### config.mk
export PLATFORM = sky130hd
export DESIGN_NAME = fdlc_config
export DESIGN_NICKNAME = d
export VERILOG_FILES = /design/src/fdlc_config.v
export VERILOG_INCLUDE_DIRS = /design/src /design/src/src
export SDC_FILE = /design/constraint.sdc
export NUM_CORES = 1
export LEC_CHECK = 0
export ABC_AREA = 1
export BUFFER_PORTS_ARGS = -buffer_cell sky130_fd_sc_hd__buf_2
export CORE_UTILIZATION = 43
export CTS_CLUSTER_DIAMETER = 60
export DETAILED_ROUTE_END_ITERATION = 16
export PLACE_DENSITY = 0.78
export SYNTH_ARGS = -nofsm -noshare
export SYNTH_HDL_FRONTEND = slang
export SYNTH_SLANG_ARGS = --single-unit
### constraint.sdc
create_clock -name clk_i -period 2.4 [get_ports clk_i]
set_input_delay 0.48 -clock clk_i [delete_from_list [all_inputs] [get_ports clk_i]]
set_output_delay 0.48 -clock clk_i [all_outputs]
set_load 0.02 [all_outputs]
### src/fdlc_defs.vh
// constants for the facility data link configuration and loopback block
`ifndef FDLC_DEFS_VH
`define FDLC_DEFS_VH

`define FDLC_CLK_HZ 20000000
`define FDLC_PROG_HOLD_S 1
`define FDLC_PROG_HOLD_CYC 25'd20000000

`define FDLC_ADDR_DEFAULT 5'h00
`define FDLC_ADDR_MAX 5'h1e
`define FDLC_ADDR_NO_XBIT 5'h1f

`define FDLC_SEL_LOOP 2'h0
`define FDLC_SEL_STATION 2'h1
`define FDLC_SEL_STRAP 2'h2
`define FDLC_SEL_REPORT 2'h3

`define FDLC_LOOP_RESET 8'h00
`define FDLC_LOOP_MASK 8'h6f
`define FDLC_LB_SLIP 6
`define FDLC_LB_YIE 5
`define FDLC_LB_LOVR 3
`define FDLC_LB_LFRC 2
`define FDLC_LB_POVR 1
`define FDLC_LB_PFRC 0

`define FDLC_ST_ALT 0
`define FDLC_ST_IDLE 1
`define FDLC_SC_B8ZS 0
`define FDLC_SC_CARRIER 1
`define FDLC_SC_SIX 2
`define FDLC_RC_RXCR 0
`define FDLC_RC_TXCR 1

`define FDLC_IDLE_ONES 8'hff
`define FDLC_IDLE_FLAG 8'h7e
`define FDLC_OPEN_FLAGS 5'h1b

`endif

### src/fdlc_config.v
// configuration, strap sampling, loopback override and yellow interrupt logic
`timescale 1ns/1ps
`include "fdlc_defs.vh"

module fdlc_config #(
  parameter [24:0] PROG_HOLD_CYC = `FDLC_PROG_HOLD_CYC
) (
  input wire clk_i,
  input wire rst_b_i,
  input wire user_strap_one_i,
  input wire user_strap_two_i,
  input wire user_strap_three_i,
  input wire user_strap_four_i,
  input wire user_strap_five_i,
  input wire user_strap_six_i,
  input wire line_code_strap_i,
  input wire prog_addr_sel_i,
  input wire [4:0] nv_addr_i,
  input wire reg_wr_i,
  input wire [1:0] reg_sel_i,
  input wire [7:0] reg_wdata_i,
  input wire rx_addr_vld_i,
  input wire [4:0] rx_addr_i,
  input wire line_tick_i,
  input wire auto_line_loop_i,
  input wire auto_payload_loop_i,
  input wire slip_b_i,
  input wire yellow_req_i,
  input wire report_due_i,
  input wire unsched_msg_i,
  input wire tx_byte_done_i,
  input wire msg_done_i,
  output reg nv_wr_o,
  output reg [4:0] nv_wdata_o,
  output reg [4:0] station_addr_o,
  output reg addr_hit_o,
  output reg extra_bit_off_o,
  output reg [7:0] loopback_control_o,
  output reg [7:0] station_control_o,
  output reg [7:0] strap_config_o,
  output reg [7:0] report_config_o,
  output reg hw_mode_o,
  output reg auto_run_o,
  output reg [7:0] idle_code_o,
  output reg line_loopback_out_o,
  output reg payload_loopback_out_o,
  output reg slip_ind_o,
  output reg enh_cfg_resp_ok_o,
  output reg tx_yellow_o,
  output reg tx_flag_o,
  output reg tx_report_o,
  output reg tx_unsched_o
);

  // idle passes yellow through when asked; flags and msg carry the interrupt
  localparam [1:0] ST_IDLE = 2'h0;
  localparam [1:0] ST_FLAGS = 2'h1;
  localparam [1:0] ST_MSG = 2'h2;

  // forced value when override set, else the automatic source
  function sel_loop;
    input ovr;
    input frc;
    input auto;
    begin
      sel_loop = ovr ? frc : auto;
    end
  endfunction

  reg sampled_q;
  reg prog_q;
  // wide enough to count one second of the core clock
  reg [24:0] hold_q;
  reg [4:0] addr_q;
  reg [7:0] loopback_control_q;
  reg [7:0] loopback_control_d;
  reg [7:0] stc_q;
  reg [7:0] scr_q;
  reg [7:0] rcr_q;
  reg hw_q;
  reg [1:0] state_q;
  reg [1:0] state_d;
  reg [4:0] flag_cnt_q;
  reg [4:0] flag_cnt_d;
  reg unsched_q;
  reg unsched_d;

  wire [4:0] strap_addr;
  wire ansi_mode;
  wire prog_done;

  assign strap_addr = {user_strap_five_i, user_strap_four_i, user_strap_three_i,
                       user_strap_two_i, user_strap_one_i};
  assign ansi_mode = ~scr_q[`FDLC_SC_CARRIER];
  assign prog_done = prog_q && (hold_q == PROG_HOLD_CYC - 25'h1);

  // straps are caught on the first edge after reset release; straps one to five again when programming ends
  always @(posedge clk_i or negedge rst_b_i) begin
    if (!rst_b_i) begin
      sampled_q <= 1'b0;
      prog_q <= 1'b0;
      hold_q <= 25'h0;
      addr_q <= `FDLC_ADDR_DEFAULT;
      nv_wr_o <= 1'b0;
      nv_wdata_o <= `FDLC_ADDR_DEFAULT;
      hw_q <= 1'b0;
    end else begin
      // the store write strobe lasts a single cycle
      nv_wr_o <= 1'b0;
      if (!sampled_q) begin
        sampled_q <= 1'b1;
        hw_q <= ~user_strap_five_i;
        prog_q <= prog_addr_sel_i;
        hold_q <= 25'h0;
        // the store is read only here; programming loads a new address into addr_q directly, without a reset
        addr_q <= nv_addr_i;
      end else if (prog_q) begin
        // the store is written once, only after power has stood for the hold time
        if (prog_done) begin
          prog_q <= 1'b0;
          nv_wr_o <= 1'b1;
          nv_wdata_o <= strap_addr;
          addr_q <= strap_addr;
        end else begin
          hold_q <= hold_q + 25'h1;
        end
      end
    end
  end

  // bits 7 and 4 are reserved and always read back as zero
  always @* begin
    loopback_control_d = loopback_control_q;
    if (reg_wr_i && (reg_sel_i == `FDLC_SEL_LOOP)) begin
      loopback_control_d = reg_wdata_i & `FDLC_LOOP_MASK;
    end
  end

  // configuration registers: reset sample first, software may override later
  always @(posedge clk_i or negedge rst_b_i) begin
    if (!rst_b_i) begin
      loopback_control_q <= `FDLC_LOOP_RESET;
      stc_q <= 8'h00;
      scr_q <= 8'h00;
      rcr_q <= 8'h00;
    end else begin
      loopback_control_q <= loopback_control_d;
      if (!sampled_q) begin
        stc_q <= 8'h00;
        stc_q[`FDLC_ST_ALT] <= ~user_strap_one_i;
        stc_q[`FDLC_ST_IDLE] <= ~user_strap_two_i;
        scr_q <= 8'h00;
        scr_q[`FDLC_SC_B8ZS] <= line_code_strap_i;
        scr_q[`FDLC_SC_CARRIER] <= user_strap_four_i;
        scr_q[`FDLC_SC_SIX] <= user_strap_six_i;
        rcr_q <= 8'h00;
        rcr_q[`FDLC_RC_RXCR] <= ~user_strap_one_i;
        rcr_q[`FDLC_RC_TXCR] <= ~user_strap_two_i;
      // a station, strap or report write in the sampling cycle is lost: the straps win there
      end else if (reg_wr_i) begin
        case (reg_sel_i)
          `FDLC_SEL_STATION: stc_q <= reg_wdata_i & 8'h03;
          `FDLC_SEL_STRAP: scr_q <= reg_wdata_i & 8'h07;
          `FDLC_SEL_REPORT: rcr_q <= reg_wdata_i & 8'h03;
          default: ;
        endcase
      end
    end
  end

  // yellow alarm interrupt sequencer
  always @* begin
    state_d = state_q;
    flag_cnt_d = flag_cnt_q;
    unsched_d = unsched_q;
    case (state_q)
      ST_IDLE: begin
        // unscheduled traffic can start the interrupt only in ansi mode
        if (yellow_req_i && loopback_control_q[`FDLC_LB_YIE] &&
            (report_due_i || (ansi_mode && unsched_msg_i))) begin
          state_d = ST_FLAGS;
          flag_cnt_d = 5'h00;
          unsched_d = ansi_mode && unsched_msg_i;
        end
      end
      ST_FLAGS: begin
        if (tx_byte_done_i) begin
          flag_cnt_d = flag_cnt_q + 5'h01;
          if (flag_cnt_q == `FDLC_OPEN_FLAGS - 5'h01) begin
            state_d = ST_MSG;
          end
        end
      end
      ST_MSG: begin
        if (msg_done_i) begin
          state_d = ST_IDLE;
          unsched_d = 1'b0;
        end
      end
      default: begin
        state_d = ST_IDLE;
        unsched_d = 1'b0;
      end
    endcase
  end

  always @(posedge clk_i or negedge rst_b_i) begin
    if (!rst_b_i) begin
      state_q <= ST_IDLE;
      flag_cnt_q <= 5'h00;
      unsched_q <= 1'b0;
      tx_yellow_o <= 1'b0;
      tx_flag_o <= 1'b0;
      tx_report_o <= 1'b0;
      tx_unsched_o <= 1'b0;
    end else begin
      state_q <= state_d;
      flag_cnt_q <= flag_cnt_d;
      unsched_q <= unsched_d;
      // taken from the next state so the levels line up with state_q
      tx_yellow_o <= yellow_req_i && (state_d == ST_IDLE);
      tx_flag_o <= state_d == ST_FLAGS;
      tx_report_o <= (state_d == ST_MSG) && !unsched_d;
      tx_unsched_o <= (state_d == ST_MSG) && unsched_d;
    end
  end

  // loopback pins and slip path move only on line-derived ticks
  // a write between ticks waits for the next tick, so pins never move mid-frame
  always @(posedge clk_i or negedge rst_b_i) begin
    if (!rst_b_i) begin
      line_loopback_out_o <= 1'b0;
      payload_loopback_out_o <= 1'b0;
      slip_ind_o <= 1'b0;
    end else if (line_tick_i) begin
      line_loopback_out_o <= sel_loop(loopback_control_q[`FDLC_LB_LOVR], loopback_control_q[`FDLC_LB_LFRC],
                                      auto_line_loop_i);
      payload_loopback_out_o <= sel_loop(loopback_control_q[`FDLC_LB_POVR], loopback_control_q[`FDLC_LB_PFRC],
                                         auto_payload_loop_i);
      slip_ind_o <= ~slip_b_i & ~loopback_control_q[`FDLC_LB_SLIP];
    end
  end

  // status and decode outputs, all registered
  always @(posedge clk_i or negedge rst_b_i) begin
    if (!rst_b_i) begin
      station_addr_o <= `FDLC_ADDR_DEFAULT;
      addr_hit_o <= 1'b0;
      extra_bit_off_o <= 1'b0;
      loopback_control_o <= `FDLC_LOOP_RESET;
      station_control_o <= 8'h00;
      strap_config_o <= 8'h00;
      report_config_o <= 8'h00;
      hw_mode_o <= 1'b0;
      auto_run_o <= 1'b0;
      idle_code_o <= `FDLC_IDLE_ONES;
      enh_cfg_resp_ok_o <= 1'b0;
    end else begin
      // readback registers lag their live copies by one cycle
      station_addr_o <= addr_q;
      // address 31 is a mode, not a station, so it never matches
      addr_hit_o <= rx_addr_vld_i && (addr_q <= `FDLC_ADDR_MAX) &&
                    (rx_addr_i == addr_q);
      extra_bit_off_o <= addr_q == `FDLC_ADDR_NO_XBIT;
      loopback_control_o <= loopback_control_q;
      station_control_o <= stc_q;
      strap_config_o <= scr_q;
      report_config_o <= rcr_q;
      hw_mode_o <= hw_q;
      // programming keeps the block off the link until the store is written
      auto_run_o <= sampled_q && !prog_q;
      idle_code_o <= stc_q[`FDLC_ST_IDLE] ? `FDLC_IDLE_FLAG : `FDLC_IDLE_ONES;
      // the model 3 response is only allowed while local slips are hidden
      enh_cfg_resp_ok_o <= !ansi_mode && loopback_control_q[`FDLC_LB_SLIP];
    end
  end

endmodule

==> reports/qor.yml <==
timing:
  final-hold-violation-count: 0
  timing.fmax_mhz: 502
  holdWs_ns: 0.322
  worst_slack_ns: 0.408
  relSlewSlack_pct: 59.2
  worstMarginPinSlew_ns: 0.612
  period_needed_ns: 1.99
  clock_skew_ns: 0.0109
  setup_tns_ns: 0
  fin_crit_sh_pct: 83.0
  rsz0062_at_grt: "no"
  drv_slew: 0
  finalSetupViolations: 0
die:
  die_area_sq_mm: 0.0107
  core_area_sq_mm: 0.00986
  io_pins: 104
  die_w_um: 104
  start_util_pct: 44.9
  die_h_um: 104
  rows: 36
routing:
  wire_per_inst_um: 13.1
  vias: 3532
  drc: 0
  vias_per_cell: 4.89
  final_antenna_net_count: 0
  drtIter0Drc: 289
  wl_um: 9440
  firstDrtPassIters: 4
placement:
  dp_slack_ns: 0.414
  dp.cells: 706
  dp_hpwl_um: 6970
  port_buffers: 76
  placed_area_sq_mm: 0.00487
  gp_congestion: 0.923
clocking:
  clock-sinks: 91
  clk_latency_ns: 0.37
  path_clk_slew_ns: 0.09
  cts_resized: 0
  htree_levels: 3
  numCtsBuffers: 9
  clk_path_buf_depth: 2
  cts-root-buf: "clkbuf_8"
  tritoncts: "done"
logic_synthesis:
  synth-main-ff-cell: "dfrtp_1"
  ys_warn_count: 0
  avgSynthCellArea_sq_um: 8.86
  synth_edf_count: 0
  yosysTopAreaCell: "dfrtp_1"
  syn-cell-area_sq_mm: 0.00443
  netlist_instances: 500
  ys_ff_latch: 91
  yosysTopAreaCellShare_pct: 50.8
  yosysSeqAreaShare_pct: 51.4
  synthTopCellsByCount: "135 x nand2_1, 90 x dfrtp_1, 44 x inv_1"
  synth_area_leaders: "dfrtp_1 51%, nand2_1 11%, buf_4 4.4%"
  synth.distinct_cells: 42
  async_flop_share_pct: 100
  yosysMostFrequentCell: "nand2_1"
grt:
  antenna_found_initial: 0
  grt_max_degree: 53
  grt_usage_pct: 18.8
  overflow: 0
  grt_pass1_vias: 3409
  grt_pass1_wl_um: 15900
worst_hold_path:
  hold_class: "primary input to flip-flop"
  hold_depth: 3
setup_path:
  end_kind: "flip-flop"
  cp-start-kind: "flip-flop"
  path_max_fanout: 26
  cp_data_arrival_time_ns: 2.27
  crit_type: "flip-flop to flip-flop"
  crit_required_ns: 2.67
  r2r_cells: 10
finish:
  drive_gt1_share_pct: 24.1
  fin_cells: 723
  diodes: 0
  area_growth_pct: 15.7
  design_area_sq_mm: 0.00513
  layout.nets: 629
power_and_ir_drop:
  peakVddDrop_mv: 0.296
  power_density_mw_per_mm2: 721
  leakagePower_nw: 2.54
job:
  drv_cap: 0
run_status:
  outcome: "finished, final reports clean"
critical path, stage by stage (launching register included):
cell     delay (ns)
dfrtp_1        0.45
ha_1           0.28
nand2_1        0.14
nor2_4         0.15
nand2_4        0.11
nor2_8         0.15
nand3_4        0.15
nand2_8        0.24
inv_2          0.11
nand2_1        0.07
nand2_1        0.05
cell type report:
cell class                 instances  area, sq um
tap                              133          166
sequential                        91         2280
fill                             865         4740
clock buffer                      10          138
timing repair buffer              81          435
multi-input combinational        356         1820
clock inverter                     6          111
inverter                          46          173
metrics by stage:
step,utilization [%],total power (W)
floorplan,-,0.00226
global placement,49.3,0.00242
detailed placement,49.3,0.00245
CTS,52.0,0.00371
global route,52.0,0.00386
finish,52.0,0.00370
flip-flops by register name (all words and copies together), names as in the netlist, 2 cells and up:
| register | flops |
|---|---|
| flag_cnt_q | 5 |
| strap_config_o | 3 |
| loopback_control_q | 6 |
| stc_q | 2 |
| nv_wdata_o | 5 |
| addr_q | 5 |
| state_q | 2 |
| station_control_o | 2 |
| report_config_o | 2 |
| hold_q | 25 |
| scr_q | 3 |
| rcr_q | 2 |
| station_addr_o | 5 |
| loopback_control_o | 6 |
layer usage:
layer / vias up / part of all wire (%) / GRT usage [%]
li1: 1724 / - / -
met5: - / 0 / 0
met2: 129 / 47 / 30.4
met4: 0 / 2.7 / 9.42
met1: 1661 / 44 / 23.7
met3: 18 / 5.9 / 4.15
power breakdown:
part / switching, W / internal, W / total [W] / leakage, nW
registers: 0.000115 / 0.00171 / 0.00182 / 1.13
logic: 0.000401 / 0.000198 / 0.000600 / 1.29
clock network: 0.000550 / 0.000724 / 0.00127 / 0.128
cell families (layout without fill, tap and decap cells):
| logic type | count (synthesis) | count (layout) | share of synthesized area (%) |
|---|---|---|---|
| xor+xnor | 14 | 14 | 2.77 |
| other cells | 2 | 26 | 0.169 |
| buf+inv | 77 | 143 | 9.46 |
| flops | 91 | 91 | 51.4 |
| compound gates | 53 | 53 | 7.68 |
| simple gates | 254 | 254 | 26.1 |
| fa+ha+maj | 3 | 3 | 0.847 |
| mux | 6 | 6 | 1.52 |
repair_timing:
action                    4_1_cts  5_1_grt
hold buffers                    1        0
hold endpoints to repair       18        0
buffers inserted                0        0
path summary, 6_finish.rpt:
check                                 from                 to  slack, ns
hold reg to reg                   scr_q[2]  strap_config_o[2]       0.38
setup / recovery                 hold_q[0]          hold_q[8]       0.41
hold / removal             prog_addr_sel_i             prog_q       0.32
setup reg to reg                 hold_q[0]          hold_q[8]       0.41
min in group asynchronous          rst_b_i         addr_hit_o       0.53
max in group asynchronous          rst_b_i     idle_code_o[0]       1.27
cell usage in the layout (no fill, tap or decap), types with 4 or more instances in the layout:
master / netlist / final
nand4_1: 9 / 9
nor2_2: 4 / 4
conb_1: 2 / 26
buf_2: 0 / 75
dfrtp_1: 90 / 90
mux2_2: 6 / 6
o21ai_1: 5 / 5
o21ai_2: 10 / 10
inv_1: 44 / 44
buf_4: 26 / 4
xor2_1: 8 / 8
nor2_1: 43 / 43
nand2_1: 135 / 135
clkbuf_8: 0 / 10
nand2_2: 14 / 14
nand3_1: 34 / 34
o21ai_0: 17 / 17
xnor2_1: 6 / 6
a21oi_1: 5 / 5
(Power assumes the default switching activity.)
